==> config.mk <==
export PLATFORM = sky130hd
export DESIGN_NAME = htf_host
export DESIGN_NICKNAME = d
export VERILOG_FILES = /design/src/pkg/htf_pkg.sv /design/src/verilog/htf_host.sv
export VERILOG_INCLUDE_DIRS = /design/src /design/src/pkg
export SDC_FILE = /design/constraint.sdc
export NUM_CORES = 1
export LEC_CHECK = 0
export BUFFER_PORTS_ARGS = -buffer_cell sky130_fd_sc_hd__buf_2
export CAP_MARGIN = 30
export CORE_MARGIN = 3
export CORE_UTILIZATION = 60
export DETAILED_ROUTE_END_ITERATION = 8
export PLACE_DENSITY = 0.84
export SYNTH_ARGS = -nofsm -noshare
export SYNTH_HDL_FRONTEND = slang
export SYNTH_SLANG_ARGS = --single-unit
==> constraint.sdc <==
create_clock -name clk_i -period 4.8 [get_ports clk_i]
set_input_delay 0.24 -clock clk_i [delete_from_list [all_inputs] [get_ports clk_i]]
set_output_delay 0.24 -clock clk_i [all_outputs]
set_load 0.02 [all_outputs]
==> src/pkg/htf_params.svh <==
// constants of the humidity/temperature sensor host controller
// assumes a 100 MHz system clock; the host makes the bus clock itself
`ifndef HTF_PARAMS_SVH
`define HTF_PARAMS_SVH
`define HTF_DEV_ADDR      7'h44
`define HTF_CMD_ENTER     8'ha0
`define HTF_CMD_EXIT      8'h80
`define HTF_CMD_ZERO      8'h00
`define HTF_NV_HUM_RD     8'h06
`define HTF_NV_TMP_RD     8'h11
`define HTF_NV_HUM_WR     8'h46
`define HTF_NV_TMP_WR     8'h51
`define HTF_NV_ID_HI      8'h1e
`define HTF_NV_ID_LO      8'h1f
`define HTF_RES_MSB       11
`define HTF_RES_LSB       10
`define HTF_RES_DEFAULT   2'h3
`define HTF_STAT_VALID    2'h0
`define HTF_STAT_STALE    2'h1
`define HTF_NV_RD_BYTES   3'h3
`define HTF_WB_CTRL       8'h00
`define HTF_WB_STAT       8'h04
`define HTF_WB_HUM        8'h08
`define HTF_WB_TEMP       8'h0c
`define HTF_WB_NVDATA     8'h10
`define HTF_WB_NVADDR     8'h14
`define HTF_WB_RES        8'h18
`define HTF_CLK_NS        10
`define HTF_SCL_NS        10000
`define HTF_QTR_CYC       8'((`HTF_SCL_NS / `HTF_CLK_NS) / 4)
`define HTF_LOAD_NS       120000
`define HTF_LOAD_CYC      ((`HTF_LOAD_NS + `HTF_CLK_NS - 1) / `HTF_CLK_NS)
`define HTF_COMMIT_NS     14000000
`define HTF_COMMIT_CYC    ((`HTF_COMMIT_NS + `HTF_CLK_NS - 1) / `HTF_CLK_NS)
`define HTF_MEAS_NS       33900000
`define HTF_MEAS_CYC      ((`HTF_MEAS_NS + `HTF_CLK_NS - 1) / `HTF_CLK_NS)
`endif

==> src/pkg/htf_pkg.sv <==
// types of the humidity/temperature sensor host controller
// assumes nothing beyond the params header
package htf_pkg;
  typedef enum logic [2:0] {
    ST_IDLE  = 3'b000,
    ST_START = 3'b001,
    ST_BIT   = 3'b010,
    ST_STOP  = 3'b011,
    ST_WAIT  = 3'b100
  } htf_state_t;
  typedef enum logic [2:0] {
    OP_NONE    = 3'b000,
    OP_MEASURE = 3'b001,
    OP_FETCH   = 3'b010,
    OP_ENTER   = 3'b011,
    OP_EXIT    = 3'b100,
    OP_NVREAD  = 3'b101,
    OP_NVWRITE = 3'b110,
    OP_RESOLVE = 3'b111
  } htf_op_t;
endpackage

==> src/verilog/htf_host.sv <==
// bus master that drives the sensor over its two open-drain wires, ordered over classic wishbone
// assumes pull-ups on both wires and a single master on the bus
//
// Implementation choice: the Wishbone interface to the registers.
`include "htf_params.svh"
module htf_host #(
  parameter logic [31:0] LOAD_CYC   = `HTF_LOAD_CYC,
  parameter logic [31:0] COMMIT_CYC = `HTF_COMMIT_CYC,
  parameter logic [31:0] MEAS_CYC   = `HTF_MEAS_CYC,
  parameter logic [7:0]  QTR_CYC    = `HTF_QTR_CYC
) (
  input  wire logic        clk_i,
  input  wire logic        rst_i,
  input  wire logic        wb_cyc_i,
  input  wire logic        wb_stb_i,
  input  wire logic        wb_we_i,
  input  wire logic [7:0]  wb_adr_i,
  input  wire logic [3:0]  wb_sel_i,
  input  wire logic [31:0] wb_dat_i,
  output logic      [31:0] wb_dat_o,
  output logic             wb_ack_o,
  input  wire logic        scl_i,
  output logic             scl_o,
  output logic             scl_oe_n_o,
  input  wire logic        sda_i,
  output logic             sda_o,
  output logic             sda_oe_n_o
);
  htf_pkg::htf_state_t st_r;
  htf_pkg::htf_op_t    op_r;
  logic [1:0]  seq_r;
  logic [7:0]  q_cnt_r;
  logic [1:0]  qph_r;
  logic        scl_lo_r, sda_lo_r;
  logic [1:0]  scl_sy_r, sda_sy_r;
  logic        rw_r, ack_in_r, abort_r;
  logic [2:0]  nbyte_r, byte_idx_r, fetch_n_r;
  logic [3:0]  bit_cnt_r;
  logic [7:0]  sh_r;
  logic [7:0]  tx_buf_r [0:2];
  logic [7:0]  rx_buf_r [0:3];
  logic [31:0] wait_cnt_r;
  logic [1:0]  status_r, res_r;
  logic [13:0] hum_r, temp_r;
  logic [15:0] nv_wdata_r, nv_rdata_r;
  logic [7:0]  nv_addr_r;
  logic        nack_err_r, prog_r, ack_r;
  logic [31:0] dat_r;
  // descriptor of the next transfer, from operation and step
  logic        nx_rw, nx_last;
  logic [2:0]  nx_n;
  logic [7:0]  nx_b0, nx_b1, nx_b2, nv_waddr;
  logic [15:0] rmw_word;
  logic [31:0] nx_wait;
  logic        qtick, is_tx, go, wr_en, step_done;

  assign scl_o      = 1'b0;
  assign sda_o      = 1'b0;
  assign scl_oe_n_o = ~scl_lo_r;
  assign sda_oe_n_o = ~sda_lo_r;
  assign wb_ack_o   = ack_r;
  assign wb_dat_o   = dat_r;

  always_ff @(posedge clk_i) begin
    scl_sy_r <= {scl_sy_r[0], scl_i};
    sda_sy_r <= {sda_sy_r[0], sda_i};
  end

  // keep all other bits of the word, replace only the resolution field
  assign rmw_word = {rx_buf_r[1][7:4], res_r, rx_buf_r[1][1:0], rx_buf_r[2]};
  assign nv_waddr = (nv_addr_r == `HTF_NV_TMP_RD) ? `HTF_NV_TMP_WR : `HTF_NV_HUM_WR;

  always_comb begin
    nx_rw   = 1'b0;
    nx_n    = 3'h3;
    nx_b0   = `HTF_CMD_ZERO;
    nx_b1   = `HTF_CMD_ZERO;
    nx_b2   = `HTF_CMD_ZERO;
    nx_wait = 32'h0;
    nx_last = 1'b1;
    case (op_r)
      htf_pkg::OP_MEASURE: begin
        nx_n    = 3'h0;
        nx_wait = MEAS_CYC;
      end
      htf_pkg::OP_FETCH: begin
        nx_rw = 1'b1;
        nx_n  = fetch_n_r;
      end
      htf_pkg::OP_ENTER: begin
        nx_b0   = `HTF_CMD_ENTER;
        nx_wait = LOAD_CYC;
      end
      htf_pkg::OP_EXIT: nx_b0 = `HTF_CMD_EXIT;
      htf_pkg::OP_NVREAD, htf_pkg::OP_RESOLVE: begin
        if (seq_r == 2'h0) begin
          nx_b0   = nv_addr_r;
          nx_wait = LOAD_CYC;
          nx_last = 1'b0;
        end else if (seq_r == 2'h1) begin
          nx_rw   = 1'b1;
          nx_n    = `HTF_NV_RD_BYTES;
          nx_last = (op_r == htf_pkg::OP_NVREAD);
        end else begin
          nx_b0   = nv_waddr;
          nx_b1   = rmw_word[15:8];
          nx_b2   = rmw_word[7:0];
          nx_wait = COMMIT_CYC;
        end
      end
      htf_pkg::OP_NVWRITE: begin
        nx_b0   = nv_addr_r;
        nx_b1   = nv_wdata_r[15:8];
        nx_b2   = nv_wdata_r[7:0];
        nx_wait = COMMIT_CYC;
      end
      default: nx_n = 3'h0;
    endcase
  end

  // hold the quarter counter while a slave stretches the released clock
  assign qtick = (q_cnt_r == QTR_CYC - 8'h1) && !(!scl_lo_r && !scl_sy_r[1]);
  assign is_tx = (byte_idx_r == 3'h0) || !rw_r;
  assign wr_en = wb_cyc_i && wb_stb_i && wb_we_i && ack_r;
  assign go    = wr_en && (wb_adr_i == `HTF_WB_CTRL) && wb_sel_i[0] && (st_r == htf_pkg::ST_IDLE)
               && (wb_dat_i[2:0] != 3'h0);
  assign step_done = ((st_r == htf_pkg::ST_STOP) && qtick && (qph_r == 2'h3) && (nx_wait == 32'h0 || abort_r))
                   || ((st_r == htf_pkg::ST_WAIT) && (wait_cnt_r == 32'h1));

  always_ff @(posedge clk_i) begin
    if (rst_i || st_r == htf_pkg::ST_IDLE || st_r == htf_pkg::ST_WAIT || qtick) begin
      q_cnt_r <= 8'h0;
    end else if (q_cnt_r == QTR_CYC - 8'h1) begin
      q_cnt_r <= q_cnt_r;
    end else begin
      q_cnt_r <= q_cnt_r + 8'h1;
    end
  end

  always_ff @(posedge clk_i) begin
    if (rst_i) begin
      st_r       <= htf_pkg::ST_IDLE;
      op_r       <= htf_pkg::OP_NONE;
      seq_r      <= 2'h0;
      qph_r      <= 2'h0;
      scl_lo_r   <= 1'b0;
      sda_lo_r   <= 1'b0;
      rw_r       <= 1'b0;
      nbyte_r    <= 3'h0;
      byte_idx_r <= 3'h0;
      bit_cnt_r  <= 4'h0;
      sh_r       <= 8'h0;
      ack_in_r   <= 1'b0;
      abort_r    <= 1'b0;
      wait_cnt_r <= 32'h0;
      for (int i = 0; i < 3; i++) tx_buf_r[i] <= 8'h0;
      for (int i = 0; i < 4; i++) rx_buf_r[i] <= 8'h0;
    end else begin
      case (st_r)
        htf_pkg::ST_IDLE: begin
          if (go) begin
            op_r    <= htf_pkg::htf_op_t'(wb_dat_i[2:0]);
            seq_r   <= 2'h0;
            abort_r <= 1'b0;
            st_r    <= htf_pkg::ST_START;
            qph_r   <= 2'h0;
            for (int i = 0; i < 4; i++) rx_buf_r[i] <= 8'h0;
          end
        end
        htf_pkg::ST_START: begin
          if (qtick) begin
            qph_r <= qph_r + 2'h1;
            if (qph_r == 2'h0) begin
              sda_lo_r <= 1'b1;
            end else if (qph_r == 2'h1) begin
              scl_lo_r    <= 1'b1;
              rw_r        <= nx_rw;
              nbyte_r     <= nx_n;
              tx_buf_r[0] <= nx_b0;
              tx_buf_r[1] <= nx_b1;
              tx_buf_r[2] <= nx_b2;
              sh_r        <= {`HTF_DEV_ADDR, nx_rw};
              byte_idx_r  <= 3'h0;
              bit_cnt_r   <= 4'h0;
              qph_r       <= 2'h0;
              st_r        <= htf_pkg::ST_BIT;
            end
          end
        end
        htf_pkg::ST_BIT: begin
          if (qtick) begin
            qph_r <= qph_r + 2'h1;
            case (qph_r)
              2'h0: begin
                if (bit_cnt_r != 4'h8) begin
                  sda_lo_r <= is_tx && !sh_r[7];
                end else begin
                  sda_lo_r <= !is_tx && (byte_idx_r != nbyte_r);
                end
              end
              2'h1: scl_lo_r <= 1'b0;
              2'h2: begin
                if (bit_cnt_r != 4'h8) begin
                  sh_r <= {sh_r[6:0], sda_sy_r[1]};
                  if (bit_cnt_r == 4'h7 && !is_tx) begin
                    rx_buf_r[2'(byte_idx_r - 3'h1)] <= {sh_r[6:0], sda_sy_r[1]};
                  end
                end else begin
                  ack_in_r <= sda_sy_r[1];
                end
              end
              default: begin
                scl_lo_r <= 1'b1;
                if (bit_cnt_r == 4'h8) begin
                  bit_cnt_r <= 4'h0;
                  if (is_tx && ack_in_r) begin
                    abort_r <= 1'b1;
                    st_r    <= htf_pkg::ST_STOP;
                  end else if (byte_idx_r == nbyte_r) begin
                    st_r <= htf_pkg::ST_STOP;
                  end else begin
                    byte_idx_r <= byte_idx_r + 3'h1;
                    sh_r       <= tx_buf_r[2'(byte_idx_r)];
                  end
                end else begin
                  bit_cnt_r <= bit_cnt_r + 4'h1;
                end
              end
            endcase
          end
        end
        htf_pkg::ST_STOP: begin
          if (qtick) begin
            qph_r <= qph_r + 2'h1;
            if (qph_r == 2'h0) begin
              sda_lo_r <= 1'b1;
            end else if (qph_r == 2'h1) begin
              scl_lo_r <= 1'b0;
            end else if (qph_r == 2'h2) begin
              sda_lo_r <= 1'b0;
            end else if (!abort_r && nx_wait != 32'h0) begin
              wait_cnt_r <= nx_wait;
              st_r       <= htf_pkg::ST_WAIT;
            end
          end
        end
        htf_pkg::ST_WAIT: wait_cnt_r <= wait_cnt_r - 32'h1;
        default: st_r <= htf_pkg::ST_IDLE;
      endcase
      if (step_done) begin
        if (nx_last || abort_r) begin
          st_r <= htf_pkg::ST_IDLE;
        end else begin
          seq_r <= seq_r + 2'h1;
          qph_r <= 2'h0;
          st_r  <= htf_pkg::ST_START;
        end
      end
    end
  end

  // results of the last completed fetch or register read
  always_ff @(posedge clk_i) begin
    if (rst_i) begin
      status_r   <= `HTF_STAT_STALE;
      hum_r      <= 14'h0;
      temp_r     <= 14'h0;
      nv_rdata_r <= 16'h0;
    end else if (step_done && !abort_r) begin
      if (op_r == htf_pkg::OP_FETCH) begin
        status_r <= rx_buf_r[0][7:6];
        hum_r    <= {rx_buf_r[0][5:0], rx_buf_r[1]};
        temp_r   <= {rx_buf_r[2], rx_buf_r[3][7:2]};
      end else if (seq_r == 2'h1) begin
        nv_rdata_r <= {rx_buf_r[1], rx_buf_r[2]};
      end
    end
  end

  always_ff @(posedge clk_i) begin
    if (rst_i) begin
      prog_r <= 1'b0;
    end else if (step_done && !abort_r && op_r == htf_pkg::OP_ENTER) begin
      prog_r <= 1'b1;
    end else if (step_done && !abort_r && op_r == htf_pkg::OP_EXIT) begin
      prog_r <= 1'b0;
    end
  end

  // a nack raised by the hardware wins over a clear by a new order
  always_ff @(posedge clk_i) begin
    if (rst_i) begin
      nack_err_r <= 1'b0;
    end else if (st_r == htf_pkg::ST_BIT && qtick && qph_r == 2'h3 && bit_cnt_r == 4'h8 && is_tx && ack_in_r) begin
      nack_err_r <= 1'b1;
    end else if (go) begin
      nack_err_r <= 1'b0;
    end
  end

  always_ff @(posedge clk_i) begin
    if (rst_i) begin
      fetch_n_r  <= 3'h4;
      nv_wdata_r <= 16'h0;
      nv_addr_r  <= `HTF_NV_HUM_RD;
      res_r      <= `HTF_RES_DEFAULT;
    end else if (wr_en) begin
      if (go) begin
        fetch_n_r <= (wb_dat_i[5:3] < 3'h2) ? 3'h2 : ((wb_dat_i[5:3] > 3'h4) ? 3'h4 : wb_dat_i[5:3]);
      end
      if (wb_adr_i == `HTF_WB_NVDATA) begin
        if (wb_sel_i[0]) nv_wdata_r[7:0] <= wb_dat_i[7:0];
        if (wb_sel_i[1]) nv_wdata_r[15:8] <= wb_dat_i[15:8];
      end
      if (wb_adr_i == `HTF_WB_NVADDR && wb_sel_i[0] && st_r == htf_pkg::ST_IDLE) nv_addr_r <= wb_dat_i[7:0];
      if (wb_adr_i == `HTF_WB_RES && wb_sel_i[0] && st_r == htf_pkg::ST_IDLE) res_r <= wb_dat_i[1:0];
    end
  end

  // answer one cycle after the strobe, drop ack the cycle after
  always_ff @(posedge clk_i) begin
    if (rst_i) begin
      ack_r <= 1'b0;
      dat_r <= 32'h0;
    end else begin
      ack_r <= wb_cyc_i && wb_stb_i && !ack_r;
      if (wb_cyc_i && wb_stb_i && !ack_r && !wb_we_i) begin
        case (wb_adr_i)
          `HTF_WB_CTRL:   dat_r <= {26'h0, fetch_n_r, op_r};
          `HTF_WB_STAT:   dat_r <= {25'h0, st_r == htf_pkg::ST_WAIT, prog_r, status_r == `HTF_STAT_VALID,
                                    status_r, nack_err_r, st_r != htf_pkg::ST_IDLE};
          `HTF_WB_HUM:    dat_r <= {18'h0, hum_r};
          `HTF_WB_TEMP:   dat_r <= {18'h0, temp_r};
          `HTF_WB_NVDATA: dat_r <= {16'h0, nv_rdata_r};
          `HTF_WB_NVADDR: dat_r <= {24'h0, nv_addr_r};
          `HTF_WB_RES:    dat_r <= {30'h0, res_r};
          default:        dat_r <= 32'h0;
        endcase
      end
    end
  end
endmodule // htf_host
==> reports/results.ini <==
[critical_path]
endpoint_kind = register
crit_buf_inv = 0
crit_chain = and3b_1 > a21oi_1 > o31ai_2 > nand2_1 > a2111oi_0 > a211oi_1
r2r_slack_ps = 1140
cp_top_family = simple AND/OR/NAND/NOR gates
cp_max_fo = 23
crit_required_ps = 5160
cp-start-kind = register
slowest_delay_ps = 920
r2r_end = wait_cnt_r[11]$_SDFFE_PP0P_
cp_data_arrival_time_ps = 4020
rr_worst_depth = 6
crit_path_top_delay_cell = and3b_1
r2r-start = op_r[2]$_SDFFE_PP0P_
worstSetupPathType = register to register

[routing]
drt-wirelength-per-cell_um = 19.1
drtPass1Iterations = 6
drt-total-wl_mm = 28.4
drtIter0Drc = 1047
route.detailed.drc = 0
vias = 9487
detail-route-antenna-nets = 0
avgViaCountPerCell = 6.39

[global_routing]
track_usage_pct = 27.9
antenna_found_initial = 0
grt_max_degree = 77
grt_first_pass_wirelength_mm = 45.8
grt_pass1_vias = 8798
overflow = 0

[logic_synthesis]
ys_seq_elements = 227
synth_edf_count = 54
syn_inst = 1215
synth-main-ff-cell = dfxtp_1
synth_area_mm2 = 0.0109
synth_cell_types = 72
synth_seq_area_share_pct = 46.6
async_flop_share_pct = 0
avgSynthCellArea_um2 = 8.99
ys_warn_count = 0

[timing]
tightest_slew_ps = 1000
setup-tns-final_ps = 0
hold_viol = 0
finClkSkew_ps = 14.4
setup_ws_ps = 1140
rsz0062_at_grt = false
max_slew_margin_pct = 33.2
min_period_over_period_pct = 76.3
max_freq_mhz = 273
post-route-min-period_ps = 3660
finalSetupViolCount = 0
finalMaxSlewViolations = 0

[hold_path]
min_to = nv_addr_r[7]$_SDFFE_PP0P_
hold_path_class = primary input to register
min_path_cells = 3
hold_path_startpoint = wb_dat_i[7]

[finish]
mostFrequentLayoutCells = dfxtp_1 (173), nor2_1 (155), nand2_1 (134)
layout_commonest_cell = dfxtp_1
antenna_cells = 0
num-fill-cells = 1312
area_delta_synth_final_pct = 10.7
layout-drive-gt1-share_pct = 9.60
design_area_mm2 = 0.0121
nets = 1315

[pwr]
power_switching_uw = 834
p_int_mw = 2.98
combinationalPowerShare_pct = 2.7
peakVddDrop_mv = 0.317
power.share.clock_pct = 45.0
cellLeakagePower_nw = 4.56
seq_power_share_pct = 52.3
power_density_mw_per_mm2 = 315
switching_share_pct = 21.9

[cts]
cts_root_buffer = clkbuf_16
cts_setup_buffers = 0
cts.sinks = 227
cts_tree = done
path_clk_slew_ps = 60
h-tree-depth = 1
cts_inserted_buffers = 24
clkLatencyLatePin_ps = 510
cts_buffer_depth = 3

[floorplan]
rows = 48
core_mm2 = 0.0175
dieArea_mm2 = 0.0199
die_w_um = 141
start_util_pct = 62.3
io_pins = 88
die_y_um = 141

[run_status]
outcome = finished, final reports clean

[placed_design]
pre_cts_ws_ps = 1280
gp_congestion = 0.953
place_area_mm2 = 0.0113
hpwl_mm = 19.4
port_buffers = 51

[run]
drv_cap = 0

## worst reg2reg max path, delay by kind of cell (launching register included)
| family | cells | cell delay (ps) |
|---|---|---|
| AND/OR/NAND/NOR | 2 | 1430 |
| flip-flops | 1 | 660 |
| AO/OA/AOI/OAI | 4 | 1430 |
## kinds of logic after synthesis
kind of cell	synth area share, %
and+or+nand+nor	21.4
AOI/OAI and AO/OA	16.3
DFF	46.6
buffers and inverters	4.73
muxes	7.07
adders and majority gates	2.41
xor gates and xnor gates	1.52
other	0.0343
## state kept, by name (all words and copies together), names as in the netlist, 4 cells and up, named ones only
name,cells
wb_dat_o,16
q_cnt_r,8
nv_wdata_r,16
wait_cnt_r,32
sh_r,8
tx_buf_r,24
nv_rdata_r,16
hum_r,14
nv_addr_r,8
temp_r,14
rx_buf_r,30
bit_cnt_r,4
## how the worst max path moves through the flow
stage,from,end,slack [ps],cells past startpoint
final,op_r[2]$_SDFFE_PP0P_,wait_cnt_r[11]$_SDFFE_PP0P_,1140,6
after global routing,op_r[2]$_SDFFE_PP0P_,wait_cnt_r[16]$_SDFFE_PP0P_,890,6
after CTS,op_r[2]$_SDFFE_PP0P_,wait_cnt_r[11]$_SDFFE_PP0P_,1250,6
after detailed placement,op_r[2]$_SDFFE_PP0P_,wait_cnt_r[11]$_SDFFE_PP0P_,1280,6
after global placement,op_r[2]$_SDFFE_PP0P_,wait_cnt_r[11]$_SDFFE_PP0P_,1320,6
after floorplan,q_cnt_r[0]$_SDFFE_PP0P_,tx_buf_r[0][0]$_SDFFCE_PN0P_,1160,6
## power by group through the flow
stage / Sequential [mW] / Clock [mW] / Combinational [mW]
final: 1.99 / 1.71 / 0.104
after global routing: 1.99 / 1.82 / 0.111
after global placement: 2.03 / 0 / 0.0931
after detailed placement: 2.03 / 0 / 0.0956
after CTS: 1.99 / 1.73 / 0.102
after floorplan: 2.02 / 0 / 0.0713
## per-layer routing
| metal | GRT usage (%) | wire (um) |
|---|---|---|
| met5 | 0 | 0 |
| met3 | 4.61 | 2890 |
| met1 | 40.3 | 12000 |
| met4 | 8.36 | 778 |
| met2 | 43.4 | 12700 |
## through the flow
step | power (mW) | utilization, % | hold WS [ps] | std cells
floorplan | 2.09 | - | 268 | 1232
global placement | 2.13 | 64.0 | 316 | 1428
detailed placement | 2.13 | 64.3 | 317 | 1432
CTS | 3.82 | 69.0 | 16.7 | 1485
global route | 3.92 | 69.0 | 51.4 | 1485
finish | 3.81 | 69.0 | 43.1 | 1485
## cell usage after synthesis, types with 5 or more instances
cell,instances,share of area [%]
a211oi_1,5,0.34
a21oi_1,91,4.2
a222oi_1,9,0.82
a22oi_1,30,2.1
a2bb2oi_1,9,0.72
and2_1,5,0.29
and3_1,39,2.2
buf_2,5,0.23
buf_4,19,1.3
clkbuf_1,68,2.3
dfxtp_1,173,32
edfxtp_1,54,15
ha_1,21,2.4
inv_1,25,0.86
mux2i_1,76,7.0
nand2_1,134,4.6
nand2b_1,8,0.46
nand3_1,20,0.92
nand3b_1,5,0.34
nand4_1,8,0.46
nor2_1,155,5.3
nor2b_1,9,0.52
nor3_1,30,1.4
nor4_1,9,0.52
nor4b_1,5,0.40
o21a_1,5,0.34
o21ai_0,55,2.5
o31ai_1,7,0.48
or3_1,19,1.1
or4_1,11,0.76
xnor2_1,5,0.40
xor2_1,14,1.1
## area by class of cell
| cell class | count | area [um2] | area share [%] |
|---|---|---|---|
| Clock buffer | 35 | 673 | 5.57 |
| Multi-Input combinational cell | 888 | 5410 | 44.7 |
| Tap cell | 225 | 282 | 2.33 |
| Inverter | 25 | 93.8 | 0.776 |
| Clock inverter | 8 | 43.8 | 0.362 |
| Sequential cell | 227 | 5080 | 42.0 |
| Timing Repair Buffer | 77 | 509 | 4.21 |
## timing repair
item | CTS | global route
hold buffers | 10 | 0
resized for setup | 0 | 0
endpoints found under the hold margin | 10 | 0
No activity file was read; power rests on OpenSTA's default activity.
